**config.mk**
```make
export PLATFORM = sky130hd
export DESIGN_NAME = event_counters_fault_display
export DESIGN_NICKNAME = d
export VERILOG_FILES = /design/src/rtl/evt_fault_pkg.sv /design/src/rtl/counter_pair.sv /design/src/rtl/first_capture.sv /design/src/rtl/event_counters_fault_display.sv
export SDC_FILE = /design/constraint.sdc
export NUM_CORES = 1
export LEC_CHECK = 0
export ABC_AREA = 1
export BUFFER_PORTS_ARGS = -buffer_cell sky130_fd_sc_hd__buf_2
export CAP_MARGIN = 30
export CELL_PAD_IN_SITES_DETAIL_PLACEMENT = 1
export CELL_PAD_IN_SITES_GLOBAL_PLACEMENT = 1
export CORE_MARGIN = 3
export CORE_UTILIZATION = 40
export CTS_CLUSTER_DIAMETER = 150
export CTS_CLUSTER_SIZE = 28
export DETAILED_ROUTE_END_ITERATION = 8
export HOLD_SLACK_MARGIN = 0.02
export PLACE_DENSITY = 0.95
export SLEW_MARGIN = 15
export SYNTH_ARGS = -nofsm -noshare
export SYNTH_HDL_FRONTEND = slang
export SYNTH_SLANG_ARGS = --single-unit
```
**constraint.sdc**
```tcl
create_clock -name I_MCLK -period 2.6 [get_ports I_MCLK]
set_input_delay 0.26 -clock I_MCLK [delete_from_list [all_inputs] [get_ports I_MCLK]]
set_output_delay 0.26 -clock I_MCLK [all_outputs]
set_load 0.05 [all_outputs]
```
**src/rtl/evt_fault_pkg.sv**
```systemverilog
// shared constants, field layouts and helpers for the event counter / fault display block
package evt_fault_pkg;

  // ****************************************
  // widths
  // ****************************************
  localparam int CNT_W = 16;
  localparam int DISP_W = 64;
  localparam int SEL_W = 8;
  localparam int CHAN_W = 16;
  localparam int FCODE_W = 8;
  localparam int MIC_W = 8;
  localparam int SYND_W = 7;
  localparam int BUS_W = 3;
  localparam int FADDR_W = 30;
  localparam int BADDR_W = 32;
  localparam int FLT_LO_W = 5;
  localparam int FLT_HI_W = 10;
  localparam int GATE_W = 3;
  localparam int NCNT = 4;

  // ****************************************
  // display select codes and control bits
  // ****************************************
  localparam logic [SEL_W-1:0] DSEL_FAULT = 8'h04;
  localparam logic [SEL_W-1:0] DSEL_BOUNDS = 8'h05;
  localparam logic [SEL_W-1:0] DSEL_COUNTERS = 8'h06;
  localparam int CTRL_HOLD_BIT = 8;
  localparam int HW_LSB = 5;
  localparam int GATE_JOB_SEL = 0;
  localparam int GATE_JOB_MODE = 1;
  localparam int GATE_MONITOR = 2;
  localparam int FCODE_EVT_IDX = 0;
  localparam logic [DISP_W-1:0] DISP_RESET = 64'h0000_0000_0000_0000;

  // fault bus codes
  localparam logic [BUS_W-1:0] BUS_IO = 3'h0;
  localparam logic [BUS_W-1:0] BUS_READ1 = 3'h1;
  localparam logic [BUS_W-1:0] BUS_READ2 = 3'h2;
  localparam logic [BUS_W-1:0] BUS_READ3 = 3'h3;
  localparam logic [BUS_W-1:0] BUS_SCALAR = 3'h4;
  localparam logic [BUS_W-1:0] BUS_IFETCH = 3'h5;

  // ****************************************
  // carriers
  // ****************************************
  // fault display word, msb first: addr 34-63, mic 26-33, faults 16-25, synd 9-15,
  // double 8, faults 3-7, bus 0-2
  typedef struct packed {
    logic [FADDR_W-1:0] addr;
    logic [MIC_W-1:0] mic;
    logic [FLT_HI_W-1:0] flt_hi;
    logic [SYND_W-1:0] synd;
    logic dbl;
    logic [FLT_LO_W-1:0] flt_lo;
    logic [BUS_W-1:0] bus;
  } fault_word_t;

  // first error-correction fault as captured
  typedef struct packed {
    logic [FADDR_W-1:0] addr;
    logic [BUS_W-1:0] bus;
    logic [SYND_W-1:0] synd;
    logic dbl;
  } secded_cap_t;

  // counter display word, msb first
  typedef struct packed {
    logic [CNT_W-1:0] second_high;
    logic [CNT_W-1:0] second_low;
    logic [CNT_W-1:0] first_high;
    logic [CNT_W-1:0] first_low;
  } cnt_word_t;

  // function select channel: mask above select
  typedef struct packed {
    logic [FCODE_W-1:0] mask;
    logic [FCODE_W-1:0] sel;
  } func_chan_t;

  // ****************************************
  // helpers
  // ****************************************
  function automatic logic [BADDR_W-HW_LSB-1:0] half_word(input logic [BADDR_W-1:0] a);
    return a[BADDR_W-1:HW_LSB];
  endfunction : half_word

  function automatic logic fcode_match(input func_chan_t ch, input logic [FCODE_W-1:0] fc);
    return ((fc ^ ch.sel) & ch.mask) == '0;
  endfunction : fcode_match

endpackage : evt_fault_pkg

```
**src/rtl/counter_pair.sv**
```systemverilog
// two 16-bit event counters with optional chaining into one 32-bit counter
`timescale 1ns/1ps
`default_nettype none
module counter_pair
  import evt_fault_pkg::*;
#(
  parameter int W = CNT_W
) (
  input wire logic i_clk,
  input wire logic i_rst,
  input wire logic i_clr,
  input wire logic i_inc_lo,
  input wire logic i_inc_hi,
  input wire logic i_chain,
  output logic [W-1:0] o_cnt_lo,
  output logic [W-1:0] o_cnt_hi,
  output logic o_ovf_lo,
  output logic o_ovf_hi
);

  logic [W-1:0] lo_r;
  logic [W-1:0] hi_r;
  logic hi_step;

  // wrap detection; chained high steps in the same cycle the low wraps
  assign o_ovf_lo = i_inc_lo && (lo_r == '1);
  assign hi_step = i_chain ? o_ovf_lo : i_inc_hi;
  assign o_ovf_hi = hi_step && (hi_r == '1);

  // low counter; clear after display transfer wins over counting
  always_ff @(posedge i_clk) begin
    if (i_rst || i_clr) begin
      lo_r <= '0;
    end else if (i_inc_lo) begin
      lo_r <= lo_r + 1'b1;
    end
  end

  // high counter
  always_ff @(posedge i_clk) begin
    if (i_rst || i_clr) begin
      hi_r <= '0;
    end else if (hi_step) begin
      hi_r <= hi_r + 1'b1;
    end
  end

  assign o_cnt_lo = lo_r;
  assign o_cnt_hi = hi_r;

endmodule : counter_pair
`default_nettype wire

```
**src/rtl/first_capture.sv**
```systemverilog
// holds the first captured value until released by a clear
`timescale 1ns/1ps
`default_nettype none
module first_capture #(
  parameter int W = 32
) (
  input wire logic i_clk,
  input wire logic i_rst,
  input wire logic i_capture,
  input wire logic [W-1:0] i_data,
  input wire logic i_release,
  output logic o_valid,
  output logic [W-1:0] o_data
);

  logic valid_r;
  logic [W-1:0] data_r;
  logic take;

  // a capture in the release cycle is kept, not lost
  assign take = i_capture && (!valid_r || i_release);

  // held flag
  always_ff @(posedge i_clk) begin
    if (i_rst) begin
      valid_r <= 1'b0;
    end else if (take) begin
      valid_r <= 1'b1;
    end else if (i_release) begin
      valid_r <= 1'b0;
    end
  end

  // held value; cleared on release so the display reads zero
  always_ff @(posedge i_clk) begin
    if (i_rst) begin
      data_r <= '0;
    end else if (take) begin
      data_r <= i_data;
    end else if (i_release) begin
      data_r <= '0;
    end
  end

  assign o_valid = valid_r;
  assign o_data = data_r;

endmodule : first_capture
`default_nettype wire

```
**src/rtl/event_counters_fault_display.sv**
```systemverilog
// monitoring counters, fault capture and display register of the cpu
`timescale 1ns/1ps
`default_nettype none

module event_counters_fault_display
  import evt_fault_pkg::*;
#(
  parameter int EVT_N = 16,
  parameter int EVS_W = 4
) (
  input wire logic I_MCLK,
  input wire logic I_SRST,
  // display register access
  input wire logic [SEL_W-1:0] I_DISP_SEL,
  input wire logic I_DISP_RD,
  output logic [DISP_W-1:0] O_DISP_DATA,
  output logic O_DISP_VALID,
  // counter control from the maintenance unit
  input wire logic [CHAN_W-1:0] I_COUNTER_CONTROL_CHANNEL,
  input wire logic [CHAN_W-1:0] I_FUNCTION_SELECT_CHANNEL,
  input wire logic [EVT_N-1:0] I_EVENT_LINES,
  input wire logic [EVS_W-1:0] I_SEL_FIRST_LOW,
  input wire logic [EVS_W-1:0] I_SEL_FIRST_HIGH,
  input wire logic [EVS_W-1:0] I_SEL_SECOND_LOW,
  input wire logic [EVS_W-1:0] I_SEL_SECOND_HIGH,
  input wire logic [NCNT-1:0] I_COUNT_LINE,
  input wire logic I_CARRY_FIRST,
  input wire logic I_CARRY_SECOND,
  input wire logic [NCNT-1:0] I_STOP_EN,
  input wire logic I_STOP_RELEASE,
  output logic O_CPU_HALT,
  // gates
  input wire logic [GATE_W-1:0] I_GATE_MASK,
  input wire logic I_JOB_CNT_EN,
  input wire logic I_JOB_MODE,
  input wire logic I_MONITOR_MODE,
  // instruction issue for function-code counting
  input wire logic I_INSTR_ISSUE,
  input wire logic [FCODE_W-1:0] I_INSTR_FCODE,
  // error-correction faults
  input wire logic I_SECDED_ERR,
  input wire logic I_SECDED_DOUBLE,
  input wire logic [SYND_W-1:0] I_SECDED_SYND,
  input wire logic [BUS_W-1:0] I_SECDED_BUS,
  input wire logic [FADDR_W-1:0] I_SECDED_ADDR,
  // other fault conditions and live microcode address
  input wire logic [FLT_LO_W-1:0] I_FAULT_LO,
  input wire logic [FLT_HI_W-1:0] I_FAULT_HI,
  input wire logic [MIC_W-1:0] I_MIC_ADDR,
  input wire logic I_CLR_FAULT,
  input wire logic I_CLR_SINGLE,
  // bounds checking
  input wire logic I_MEM_ACCESS,
  input wire logic [BADDR_W-1:0] I_ACCESS_ADDR,
  input wire logic [BADDR_W-1:0] I_BOUND_LO,
  input wire logic [BADDR_W-1:0] I_BOUND_HI
);

  // ****************************************
  // declarations
  // ****************************************
  logic [EVT_N-1:0] events;
  logic fcode_event;
  logic gate_ok;
  logic [NCNT-1:0] evt_sel;
  logic [NCNT-1:0] inc;
  logic hold_counts;
  logic cnt_clr;
  logic [CNT_W-1:0] first_low_counter;
  logic [CNT_W-1:0] first_high_counter;
  logic [CNT_W-1:0] second_low_counter;
  logic [CNT_W-1:0] second_high_counter;
  logic [NCNT-1:0] ovf;
  logic [NCNT-1:0] stop_cond;
  logic halt_r;
  logic halt_nxt;
  logic [FLT_LO_W-1:0] flt_lo_r;
  logic [FLT_HI_W-1:0] flt_hi_r;
  secded_cap_t secded_in;
  secded_cap_t secded_held;
  logic secded_valid;
  logic bounds_hit;
  logic [BADDR_W-1:0] bounds_addr;
  logic bounds_valid;
  fault_word_t fault_word;
  cnt_word_t cnt_word;
  logic [DISP_W-1:0] disp_r;
  logic [DISP_W-1:0] disp_nxt;
  logic disp_valid_r;
  func_chan_t func_chan;

  // ****************************************
  // event lines and gates
  // ****************************************

  // function-code match replaces the lowest shared event line
  assign func_chan = func_chan_t'(I_FUNCTION_SELECT_CHANNEL);
  assign fcode_event = I_INSTR_ISSUE && fcode_match(func_chan, I_INSTR_FCODE);

  // both pairs see the same shared event lines
  always_comb begin
    events = I_EVENT_LINES;
    events[FCODE_EVT_IDX] = fcode_event;
  end

  // any one enabled gate condition allows counting
  assign gate_ok = (I_GATE_MASK[GATE_JOB_SEL] && I_JOB_CNT_EN)
                || (I_GATE_MASK[GATE_JOB_MODE] && I_JOB_MODE)
                || (I_GATE_MASK[GATE_MONITOR] && I_MONITOR_MODE);

  // per-counter event selection; the unit parks count lines low while reselecting
  assign evt_sel[0] = events[I_SEL_FIRST_LOW];
  assign evt_sel[1] = events[I_SEL_FIRST_HIGH];
  assign evt_sel[2] = events[I_SEL_SECOND_LOW];
  assign evt_sel[3] = events[I_SEL_SECOND_HIGH];

  // increment needs event, count line and a gate
  assign inc = evt_sel & I_COUNT_LINE & {NCNT{gate_ok}};

  // ****************************************
  // counters
  // ****************************************

  // zero after the counter display transfer unless held by control bit
  assign hold_counts = I_COUNTER_CONTROL_CHANNEL[CTRL_HOLD_BIT];
  assign cnt_clr = I_DISP_RD && (I_DISP_SEL == DSEL_COUNTERS) && !hold_counts;

  // first pair; carry only within the pair
  counter_pair #(
    .W(CNT_W)
  ) u_first_pair (
    .i_clk(I_MCLK),
    .i_rst(I_SRST),
    .i_clr(cnt_clr),
    .i_inc_lo(inc[0]),
    .i_inc_hi(inc[1]),
    .i_chain(I_CARRY_FIRST),
    .o_cnt_lo(first_low_counter),
    .o_cnt_hi(first_high_counter),
    .o_ovf_lo(ovf[0]),
    .o_ovf_hi(ovf[1])
  );

  // second pair, own carry control; clear and gate shared with the first
  counter_pair #(
    .W(CNT_W)
  ) u_second_pair (
    .i_clk(I_MCLK),
    .i_rst(I_SRST),
    .i_clr(cnt_clr),
    .i_inc_lo(inc[2]),
    .i_inc_hi(inc[3]),
    .i_chain(I_CARRY_SECOND),
    .o_cnt_lo(second_low_counter),
    .o_cnt_hi(second_high_counter),
    .o_ovf_lo(ovf[2]),
    .o_ovf_hi(ovf[3])
  );

  // ****************************************
  // stop lines
  // ****************************************

  // count condition is a wrap; a chained low wrap is internal carry only
  always_comb begin
    stop_cond = ovf & I_STOP_EN;
    if (I_CARRY_FIRST) begin
      stop_cond[0] = 1'b0;
    end
    if (I_CARRY_SECOND) begin
      stop_cond[2] = 1'b0;
    end
  end

  // halt held until released; a new condition wins over release
  always_comb begin
    halt_nxt = halt_r;
    if (I_STOP_RELEASE) begin
      halt_nxt = 1'b0;
    end
    if (|stop_cond) begin
      halt_nxt = 1'b1;
    end
  end

  always_ff @(posedge I_MCLK) begin
    if (I_SRST) begin
      halt_r <= 1'b0;
    end else begin
      halt_r <= halt_nxt;
    end
  end

  assign O_CPU_HALT = halt_r;

  // ****************************************
  // fault capture
  // ****************************************

  // sticky fault bits; a fault in the clear cycle stays set
  always_ff @(posedge I_MCLK) begin
    if (I_SRST) begin
      flt_lo_r <= '0;
    end else if (I_CLR_FAULT) begin
      flt_lo_r <= I_FAULT_LO;
    end else begin
      flt_lo_r <= flt_lo_r | I_FAULT_LO;
    end
  end

  always_ff @(posedge I_MCLK) begin
    if (I_SRST) begin
      flt_hi_r <= '0;
    end else if (I_CLR_FAULT) begin
      flt_hi_r <= I_FAULT_HI;
    end else begin
      flt_hi_r <= flt_hi_r | I_FAULT_HI;
    end
  end

  // first error-correction fault: address, bus, syndrome and double flag
  always_comb begin
    secded_in.addr = I_SECDED_ADDR;
    secded_in.bus = I_SECDED_BUS;
    secded_in.synd = I_SECDED_SYND;
    secded_in.dbl = I_SECDED_DOUBLE;
  end

  // released only by the single-error clear, not the general clear
  first_capture #(
    .W($bits(secded_cap_t))
  ) u_secded_cap (
    .i_clk(I_MCLK),
    .i_rst(I_SRST),
    .i_capture(I_SECDED_ERR),
    .i_data(secded_in),
    .i_release(I_CLR_SINGLE),
    .o_valid(secded_valid),
    .o_data(secded_held)
  );

  // ****************************************
  // bounds hit capture
  // ****************************************

  // compare on half-word boundaries, low address bits ignored
  assign bounds_hit = I_MEM_ACCESS
                   && ((half_word(I_ACCESS_ADDR) < half_word(I_BOUND_LO))
                    || (half_word(I_ACCESS_ADDR) > half_word(I_BOUND_HI)));

  // first hit held until the general fault clear
  first_capture #(
    .W(BADDR_W)
  ) u_bounds_cap (
    .i_clk(I_MCLK),
    .i_rst(I_SRST),
    .i_capture(bounds_hit),
    .i_data(I_ACCESS_ADDR),
    .i_release(I_CLR_FAULT),
    .o_valid(bounds_valid),
    .o_data(bounds_addr)
  );

  // ****************************************
  // display words
  // ****************************************

  // fault word assembly; microcode address 0-7 lands at 26-33
  always_comb begin
    fault_word.addr = secded_held.addr;
    fault_word.mic = I_MIC_ADDR;
    fault_word.flt_hi = flt_hi_r;
    fault_word.synd = secded_held.synd;
    fault_word.dbl = secded_held.dbl;
    fault_word.flt_lo = flt_lo_r;
    fault_word.bus = secded_held.bus;
  end

  // counters packed low pair first
  always_comb begin
    cnt_word.first_low = first_low_counter;
    cnt_word.first_high = first_high_counter;
    cnt_word.second_low = second_low_counter;
    cnt_word.second_high = second_high_counter;
  end

  // select code decode; unknown codes read zero
  always_comb begin
    disp_nxt = disp_r;
    if (I_DISP_RD) begin
      case (I_DISP_SEL)
        DSEL_FAULT: begin
          disp_nxt = fault_word;
        end
        DSEL_BOUNDS: begin
          disp_nxt = {{(DISP_W-BADDR_W){1'b0}}, bounds_addr};
        end
        DSEL_COUNTERS: begin
          disp_nxt = cnt_word;
        end
        default: begin
          disp_nxt = DISP_RESET;
        end
      endcase
    end
  end

  // display register loads on read; data and valid appear together one cycle later
  always_ff @(posedge I_MCLK) begin
    if (I_SRST) begin
      disp_r <= DISP_RESET;
    end else begin
      disp_r <= disp_nxt;
    end
  end

  always_ff @(posedge I_MCLK) begin
    if (I_SRST) begin
      disp_valid_r <= 1'b0;
    end else begin
      disp_valid_r <= I_DISP_RD;
    end
  end

  assign O_DISP_DATA = disp_r;
  assign O_DISP_VALID = disp_valid_r;

endmodule : event_counters_fault_display
`default_nettype wire

```
==> impl_metrics.ini, run 1 <==
[clocking]
cts_tree = yes
clock_path_buffers = 3
root_buffer = clkbuf_16
numCtsBuffers = 11
clk_pin_slew_ps = 110
htree_levels = 1
insertion_delay_ps = 480
cts.repair.resized = 0
cts.sinks = 220

[logic_synthesis]
synthesis.area_mm2 = 0.0118
yosysWarningCount = 0
synth_nets = 2059
yosys.cell_types.count = 47
async_reset_ff_frac = 0
ys.flop_type = dfxtp_1
synth-edff-count = 0
avgSynthCellArea_um2 = 6.79
syn_inst = 1737
ys_seq_area_frac = 0.373
synth_seq_cells = 220

[worst_setup_path]
cp-start-kind = flip-flop
worstRegToRegCells = 12
cp_data_required_time_ps = 2950
r2r_start = u_second_pair.o_cnt_lo[13]
r2r_end = u_second_pair.o_cnt_hi[3]
critical_path.max_fanout = 8
reg2reg_setup_slack_ps = 320
cpPeakStageDelay_ps = 400
critPathTopFamily = simple AND/OR/NAND/NOR gates
crit_path_end_kind = flip-flop
crit_path_top_delay_cell = dfxtp_1
crit_top_cell = nand2_1
critPathBufInv = 2
cp.arrival_ps = 2630
cp_cell_sequence = nand2_1 -> nor3_1 -> nand4_1 -> nor3_1 -> nand3_1 -> nand2_1 -> nand2_2 -> inv_1 -> buf_4 -> nand2_1 -> nand2_1 -> a21oi_1
crit_type = flip-flop to flip-flop

[worst_hold_path]
min_path_cells = 3
hold_path_class = input port to flip-flop
hold_start = I_SECDED_ADDR[5]
hold-path-endpoint = u_secded_cap.o_data[16]

[sta]
fin_setup_tns_ps = 0
drv_slew = 0
max_freq_mhz = 438
setup_viol = 0
maxSlewHeadroom = 0.444
tightest_slew_ps = 833
min_period_ps = 2280
fin_skew_ps = 23.1
holdWs_ps = 39.9
timing.final.crit_share = 0.878
rsz0062_at_grt = no
timing.final.hold_violations = 0

[run]
cap_viol_max_count = 0

[final_layout]
fill_cells = 3874
final_cell_mix = nand2_1, buf_2, a21oi_1, dfxtp_1, inv_1
syn2layout_area_growth_pct = 20.3
nets = 2340
design_area_mm2 = 0.0142
layout_commonest_cell = nand2_1
drive_gt1_frac = 0.187

[die]
core_mm2 = 0.0289
initial_core_util = 0.409
io_pins = 331
chipHeight_um = 178
num_rows = 62
dieArea_mm2 = 0.0316
die_w_um = 178

[drt]
dr.first_iter.drc_count = 794
avgRoutedWirePerCell_um = 18.1
final_antenna_net_count = 0
drcViolationCount = 0
viasPerCell = 5.41
wirelength_um = 43500
dr_total_vias = 12993
dr.pass1.iters = 4

[placed_design]
numPortBuffers = 304
dp_hpwl_um = 31800
post_dp_cell_area_mm2 = 0.0136
place_congestion = 0.856

[power]
p_total_w = 0.00654
ir_drop_uv = 364
leakage_nw = 6.06
powerDensity_mw_per_mm2 = 461

[global_routing]
met3_usage = 0.0447
gr-usage-all-layers = 0.265
grt_max_degree = 156
antenna_found_initial = 2
grt_pass1_vias = 13702
grt_overflow_total = 0
grtUsageMet2 = 0.486
grt_first_pass_wirelength_um = 68400
use_met1 = 0.315
busiest_layer = met2

[run_status]
outcome = completed
-- per-stage QoR --
stage | instances | setup WS, ps | util
3_3_place_gp | 2363 | 323 | 0.472
5_1_grt | 2402 | 63.5 | 0.492
4_1_cts | 2401 | 309 | 0.492
2_1_floorplan | 1737 | 754 | -
3_5_place_dp | 2363 | 192 | 0.472
6_report | 2402 | 317 | 0.492
-- registers in the layout, indices dropped and copies added (netlist names) --
register	count
u_first_pair.o_cnt_lo	16
O_CPU_HALT	1
u_secded_cap.o_valid	1
O_DISP_DATA	64
O_DISP_VALID	1
u_secded_cap.o_data	41
flt_hi_r	10
u_second_pair.o_cnt_hi	16
u_first_pair.o_cnt_hi	16
flt_lo_r	5
u_second_pair.o_cnt_lo	16
u_bounds_cap.o_valid	1
u_bounds_cap.o_data	32
-- what timing repair did --
item | CTS | global route
setup buffers | 0 | 0
hold endpoints to repair | 26 | 0
hold buffers | 26 | 0
-- synthesized netlist by cell type, types with 3 or more instances --
cell type,n,area share
buf_2,8,0.0034
o21a_1,4,0.0025
nor2_1,72,0.023
a22o_1,3,0.0022
inv_2,4,0.0013
buf_1,6,0.0019
nor3b_1,5,0.0032
inv_4,3,0.0016
xor2_1,6,0.0045
o21ai_0,75,0.032
ha_1,57,0.060
o211ai_1,27,0.017
inv_1,184,0.059
a31o_2,4,0.0030
buf_4,6,0.0038
dfxtp_1,220,0.37
a21oi_1,262,0.11
nor3_1,28,0.012
a211oi_1,4,0.0025
o21ai_1,8,0.0034
nand3_1,133,0.056
nor3_2,3,0.0025
buf_6,7,0.0067
nand2_2,6,0.0032
nor4_1,7,0.0037
nor2_2,3,0.0016
clkbuf_1,55,0.017
nand2_1,494,0.16
nand4_1,17,0.0090
-- cell type report --
| type | instances | area (µm²) | share of cell area |
|---|---|---|---|
| clock inverter | 1 | 30.0 | 0.00212 |
| multi-input combinational | 1243 | 6300 | 0.444 |
| timing repair buffer | 350 | 1970 | 0.139 |
| sequential | 220 | 4400 | 0.310 |
| inverter | 192 | 729 | 0.0514 |
| tap | 384 | 480 | 0.0339 |
| antenna | 1 | 2.50 | 0.000176 |
| clock buffer | 11 | 275 | 0.0194 |
-- tightest hold or removal path, cell delays in order --
cell and delay [ps]:
buf_2 100, nand2_1 60, a21oi_1 60
-- per-layer routing --
layer  part of all wire  vias up
met1               0.41     6228
met5            0.00030        -
met4              0.030        2
met3              0.059       93
met2               0.50      400
li1                   -     6270
-- kinds of logic (layout without fill, tap and decap cells) --
group / count (synthesis) / in the layout / synth area share
xor+xnor: 6 / 6 / 0.00445
flops: 220 / 220 / 0.373
buf+inv: 274 / 554 / 0.0951
simple gates: 782 / 782 / 0.284
compound gates: 398 / 398 / 0.182
fa+ha+maj: 57 / 57 / 0.0604
other cells: 0 / 1 / 0
-- where the power goes --
group	switching (W)	internal [W]
logic	0.000651	0.000396
clock network	0.00110	0.000872
registers	0.0000554	0.00346
-- worst max-delay path by stage --
stage	startpoint	to	depth (start not counted)
4_1_cts	u_second_pair.o_cnt_lo[13]	u_second_pair.o_cnt_hi[3]	12
3_3_place_gp	I_ACCESS_ADDR[11]	u_bounds_cap.o_data[31]	13
5_1_grt	u_second_pair.o_cnt_lo[13]	u_second_pair.o_cnt_hi[3]	12
3_5_place_dp	I_ACCESS_ADDR[11]	u_bounds_cap.o_data[25]	13
6_report	u_second_pair.o_cnt_lo[13]	u_second_pair.o_cnt_hi[3]	12
2_1_floorplan	I_BOUND_LO[15]	u_bounds_cap.o_data[27]	13
Power figures use the tool's default switching activity.
==> run 2: changes to the inputs <==
--- a/config.mk
+++ b/config.mk
@@ -16,8 +16,9 @@
 export CTS_CLUSTER_SIZE = 28
 export DETAILED_ROUTE_END_ITERATION = 8
 export HOLD_SLACK_MARGIN = 0.02
-export PLACE_DENSITY = 0.95
+export PLACE_DENSITY = 0.94
 export SLEW_MARGIN = 15
 export SYNTH_ARGS = -nofsm -noshare
 export SYNTH_HDL_FRONTEND = slang
+export SYNTH_HIERARCHICAL = 1
 export SYNTH_SLANG_ARGS = --single-unit
==> run 2 against run 1 <==
Compared with the run above: worst setup slack improved by 85 ps; maximum frequency up 3.9%; sequential share of layout area down 1.3 points; first-iteration DRC count is 4.4% lower; register-to-register slack improved by 270 ps; sequential cell count is the same; critical path depth is 5 higher; sequential power is essentially flat; clock-buffer cell count did not move; final cell count up 7.0%; via count rose by 6.6%; critical path type is now input port to flip-flop; largest cell class unchanged; highest routed layer is now met4.
==> impl_metrics.ini, run 2 <==
[global_routing]
grt_first_pass_wirelength_um = 73400
gr-usage-all-layers = 0.265
grt_pass1_vias = 14576
grt_max_degree = 66
grt_overflow_total = 0
antenna_found_initial = 12

[placed_design]
dp_hpwl_um = 35300
numPortBuffers = 304
place_congestion = 0.889
post_dp_cell_area_mm2 = 0.0144
place_inst = 2534

[logic_synthesis]
synth_xor_xnor_area_share = 0.00558
yosys.area.top_type = dfxtp_1
synthMuxAreaShare = 0
ys_seq_area_frac = 0.351
synth_fa_ha_area_frac = 0.0568
netlist_top_cells_area = dfxtp_1, nand2_1, nand3_1
async_reset_ff_frac = 0
avgSynthCellArea_um2 = 6.64
synth-edff-count = 0
synthesis.area_mm2 = 0.0126
syn_inst = 1891
yosys.cell_types.count = 38
yosysWarningCount = 6
synthSimpleGateAreaFrac = 0.364
synth_seq_cells = 220
synth_most_common_cell = nand2_1
synth-compound-area-share = 0.134
synthTopCellsByCount = nand2_1, nand3_1, a21oi_1, dfxtp_1, nor2_1
synth_top_family_by_area = simple AND/OR/NAND/NOR gates
synth_nets = 2213
ys.flop_type = dfxtp_1
synth_top_area_share = 0.351

[sta]
timing.final.crit_share = 0.845
fin_skew_ps = 13.1
tightest_slew_ps = 875
holdWs_ps = 33.9
min_period_ps = 2200
timing.final.hold_violations = 0
fin_setup_tns_ps = 0
max_freq_mhz = 455
drv_slew = 0
rsz0062_at_grt = no
setup_viol = 0
maxSlewHeadroom = 0.415

[die]
initial_core_util = 0.409
core_mm2 = 0.0307
chipHeight_um = 183
io_pins = 331
num_rows = 64
die_w_um = 183
dieArea_mm2 = 0.0336

[clocking]
numCtsBuffers = 11
clk_pin_slew_ps = 110
post_cts_buffers = 0
clock_path_buffers = 3
cts.sinks = 220
insertion_delay_ps = 480
cts_hold_buf = 11
cts.repair.resized = 0
htree_levels = 1
root_buffer = clkbuf_16
cts_tree = yes

[final_layout]
multi_input_area_mm2 = 0.00705
layout_commonest_cell = nand2_1
syn2layout_area_growth_pct = 18.0
largest_reg_flops = 64
utilization = 0.482
design_area_mm2 = 0.0148
nets = 2485
regArea_mm2 = 0.00440
layoutNonFillerInstCount = 2570
drive_gt1_frac = 0.200
fill_cells = 4218
final_cell_mix = nand2_1, buf_2, nand3_1, dfxtp_1, a21oi_1

[drt]
final_antenna_net_count = 0
dr.pass1.iters = 4
wirelength_um = 46500
drcViolationCount = 0
dr.first_iter.drc_count = 759
viasPerCell = 5.39
dr_total_vias = 13848
avgRoutedWirePerCell_um = 18.1

[worst_setup_path]
crit_path_end_kind = flip-flop
cp-start-kind = input port
cp_data_required_time_ps = 3010
crit_type = input port to flip-flop
cp.arrival_ps = 2600
critical_path.max_fanout = 25

[power]
leakage_nw = 6.74
ir_drop_uv = 417
powerDensity_mw_per_mm2 = 446

[run_status]
outcome = completed

[worst_hold_path]
hold_path_class = input port to flip-flop

[run]
cap_viol_max_count = 0
-- run 2: critical path, cell delays in order --
cell and delay, ps:
buf_2 160, inv_2 130, nand2_1 70, a22oi_1 240, nand2_1 100, nand3_1 80
nand3_1 70, a21oi_1 310, nand3_2 140, nor2_1 110, nand2_1 90, o21bai_4 120
buf_4 290, nand2_1 120, nand2_1 80, nand2_1 60, nor2_1 140
-- run 2: path summary, 6_finish.rpt --
check                                         startpoint                         to  slack [ps]  cells past startpoint
worst max-delay path                  I_SEL_FIRST_LOW[0]  u_first_pair/o_cnt_hi[13]         400                     17
worst min-delay path                       I_FAULT_LO[3]                flt_lo_r[3]          30                      3
worst max register to register  u_first_pair/o_cnt_lo[0]  u_first_pair/o_cnt_hi[13]         590                     10
worst min register to register           O_DISP_DATA[32]            O_DISP_DATA[32]         470                      2
-- run 2: area by class of cell --
| type | instances | share of cell area |
|---|---|---|
| multi-input cells | 1420 | 0.476 |
| flip-flops and latches | 220 | 0.297 |
| repair buffers | 356 | 0.132 |
| inverters | 154 | 0.0390 |
| well taps | 396 | 0.0334 |
| clock buffers | 11 | 0.0186 |
| clock inverters | 1 | 0.00203 |
| diodes | 12 | 0.00203 |
-- run 2: logic make-up (layout without fill, tap and decap cells) --
family          after synthesis  after routing
flops                       220            220
fa+ha+maj                    57             57
other cells                   0             12
buf+inv                     251            522
compound gates              294            294
simple gates               1061           1061
xor+xnor                      8              8
-- run 2: report_power, final --
part	switching [W]	total [W]	leakage (nW)	internal [W]
Combinational	0.000679	0.00110	4.80	0.000419
Clock	0.00111	0.00199	0.150	0.000873
Sequential	0.0000653	0.00353	1.79	0.00346
Total	0.00186	0.00661	6.74	0.00476
-- run 2: routing by layer --
metal | vias to the layer above | GRT usage | share of wire
li1 | 6724 | - | -
met5 | - | 0 | 0
met1 | 6665 | 0.320 | 0.42
met3 | 113 | 0.0299 | 0.039
met2 | 346 | 0.481 | 0.50
met4 | 0 | 0.103 | 0.039
-- run 2: stage by stage --
| stage | setup WS (ps) | total power (W) |
|---|---|---|
| floorplan | 475 | 0.00422 |
| global placement | 141 | 0.00460 |
| detailed placement | 2.36 | 0.00466 |
| CTS | 493 | 0.00662 |
| global route | 204 | 0.00691 |
| finish | 402 | 0.00661 |
==> run 3: changes to the inputs <==
--- a/config.mk
+++ b/config.mk
@@ -11,12 +11,12 @@
 export CELL_PAD_IN_SITES_DETAIL_PLACEMENT = 1
 export CELL_PAD_IN_SITES_GLOBAL_PLACEMENT = 1
 export CORE_MARGIN = 3
-export CORE_UTILIZATION = 40
+export CORE_UTILIZATION = 37
 export CTS_CLUSTER_DIAMETER = 150
 export CTS_CLUSTER_SIZE = 28
 export DETAILED_ROUTE_END_ITERATION = 8
 export HOLD_SLACK_MARGIN = 0.02
-export PLACE_DENSITY = 0.94
+export PLACE_DENSITY = 0.89
 export SLEW_MARGIN = 15
 export SYNTH_ARGS = -nofsm -noshare
 export SYNTH_HDL_FRONTEND = slang
==> constraint.sdc (replaced) <==
create_clock -name I_MCLK -period 2.03 [get_ports I_MCLK]
set_input_delay 0.203 -clock I_MCLK [delete_from_list [all_inputs] [get_ports I_MCLK]]
set_output_delay 0.203 -clock I_MCLK [all_outputs]
set_load 0.05 [all_outputs]
==> run 3 against run 2 <==
Compared with the run above: clock skew up 13 ps; worst setup slack worse by 350 ps; die area up 7.8%; sequential share of layout area down 2.1 points; register-to-register slack worse by 410 ps; wire length up 5.5%; design area up 7.6%; clock-buffer cell count unchanged; global-route usage down 0.51 points; largest cell class unchanged.
==> impl_metrics.ini, run 3 (synthesis gave the netlist of run 2 again) <==
[sta]
rsz0062_at_grt = yes
fin_ws_ps = 48.5
fin_skew_ps = 25.7
drv_slew = 0
max_freq_mhz = 505
maxSlewHeadroom = 0.488
timing.final.hold_violations = 0
tightest_slew_ps = 768
setup_viol = 0
timing.final.crit_share = 0.976
min_period_ps = 1980
holdWs_ps = 32.4

[final_layout]
final_cell_mix = nand2_1, buf_2, nand3_1, dfxtp_1, a21oi_1
layoutNonFillerInstCount = 2722
utilization = 0.483
fill_cells = 4444
layout_commonest_cell = nand2_1
largest_reg_flops = 64
drive_gt1_frac = 0.222
syn2layout_area_growth_pct = 27.0
nets = 2595

[global_routing]
grt_first_pass_wirelength_um = 77500
grt_overflow_total = 0
antenna_found_initial = 8
grt_pass1_vias = 15263
gr-usage-all-layers = 0.259
grt_max_degree = 101

[worst_setup_path]
crit_type = input port to flip-flop
r2r_end = O_CPU_HALT
setup.worst_path.start = I_ACCESS_ADDR[31]
crit_path_end_kind = flip-flop
r2r_start = u_first_pair/o_cnt_lo[0]
worstSetupEndpoint = u_bounds_cap/o_data[6]
cpPeakStageDelay_ps = 310
cp_data_required_time_ps = 2410
crit_path_top_delay_cell = ha_1
worstRegToRegCells = 9
cp_cell_sequence = buf_2 -> buf_4 -> ha_1 -> a21oi_1 -> o21a_1 -> nand2_1 -> nor2_1 -> nand2_1 -> a21oi_4 -> buf_6 -> nand3_1 -> a21oi_1
critical_path.max_fanout = 22
cp-start-kind = input port
reg2reg_setup_slack_ps = 180
cp.arrival_ps = 2360

[die]
chipHeight_um = 190
dieArea_mm2 = 0.0362
die_w_um = 190
core_mm2 = 0.0330
num_rows = 66
io_pins = 331
initial_core_util = 0.380

[drt]
dr.pass1.iters = 7
viasPerCell = 5.29
final_antenna_net_count = 0
wirelength_um = 49000
drcViolationCount = 0
dr_total_vias = 14412
dr.first_iter.drc_count = 775
avgRoutedWirePerCell_um = 18.0

[power]
powerDensity_mw_per_mm2 = 545
leakage_nw = 7.28
ir_drop_uv = 408

[clocking]
numCtsBuffers = 11
cts_tree = yes
insertion_delay_ps = 480
clock_path_buffers = 3
htree_levels = 1
root_buffer = clkbuf_16
cts.sinks = 220
clk_pin_slew_ps = 110

[placed_design]
place_congestion = 0.865
numPortBuffers = 304
pre_cts_ws_ps = -390
place_inst = 2643
dp_hpwl_um = 35400

[worst_hold_path]
hold_path_class = input port to flip-flop
min_path_cells = 3

[run_status]
outcome = completed

[run]
cap_viol_max_count = 0
## run 3: changes by cell type in the layout (fill, tap and decap cells not counted), sizes merged
cell and change:
buf +65, dlygate4sd3 +45, diode -4
## run 3: metal layers
layer / wire, µm / share of wire / vias up / global-route usage
li1: - / - / 6939 / -
met4: 2180 / 0.044 / 0 / 0.110
met5: 0 / 0 / - / 0
met2: 24800 / 0.51 / 416 / 0.477
met3: 1830 / 0.037 / 133 / 0.0268
met1: 20200 / 0.41 / 6924 / 0.306
## run 3: worst min path at each step
stage,start,to,slack [ps]
2_1_floorplan,I_FAULT_HI[0],flt_hi_r[0],320
3_3_place_gp,I_FAULT_HI[3],flt_hi_r[3],410
3_5_place_dp,I_FAULT_LO[4],flt_lo_r[4],420
4_1_cts,I_ACCESS_ADDR[25],u_bounds_cap/o_data[25],20
5_1_grt,I_SECDED_ADDR[2],u_secded_cap/o_data[13],30
6_report,I_ACCESS_ADDR[25],u_bounds_cap/o_data[25],30
## run 3: stage by stage
| step | area, µm² | total power (W) | TNS (ps) |
|---|---|---|---|
| finish | 16000 | 0.00870 | 0 |
| global route | 16000 | 0.00909 | -223 |
| CTS | 15900 | 0.00870 | 0 |
| detailed placement | 15000 | 0.00608 | -23640 |
| global placement | 15000 | 0.00600 | -14310 |
| floorplan | 12600 | 0.00540 | 0 |
## run 3: cell type report
type / count / area, µm² / share of cell area
Antenna cell: 8 / 20.0 / 0.00126
Clock buffer: 11 / 275 / 0.0173
Clock inverter: 1 / 30.0 / 0.00188
Inverter: 154 / 578 / 0.0362
Multi-Input combinational cell: 1420 / 7090 / 0.444
Sequential cell: 220 / 4400 / 0.276
Tap cell: 442 / 553 / 0.0347
Timing Repair Buffer: 466 / 3000 / 0.188
## run 3: report_power, final
part           internal (W)  switching [W]
Sequential          0.00444      0.0000878
Clock               0.00112        0.00144
Combinational      0.000687       0.000927
## run 3: timing repair
| item | in CTS | in global routing |
|---|---|---|
| hold endpoints to repair | 57 | 0 |
| buffers inserted | 0 | 2 |
| endpoints found under the setup margin | 0 | 48 |
| resized for setup | 0 | 10 |
| hold buffers | 57 | 0 |
## run 3: worst max-delay path: cells and delay by family
kind,cells,cell delay (ps)
compound gates,4,890
fa+ha+maj,1,310
buf+inv,3,480
simple gates,4,460
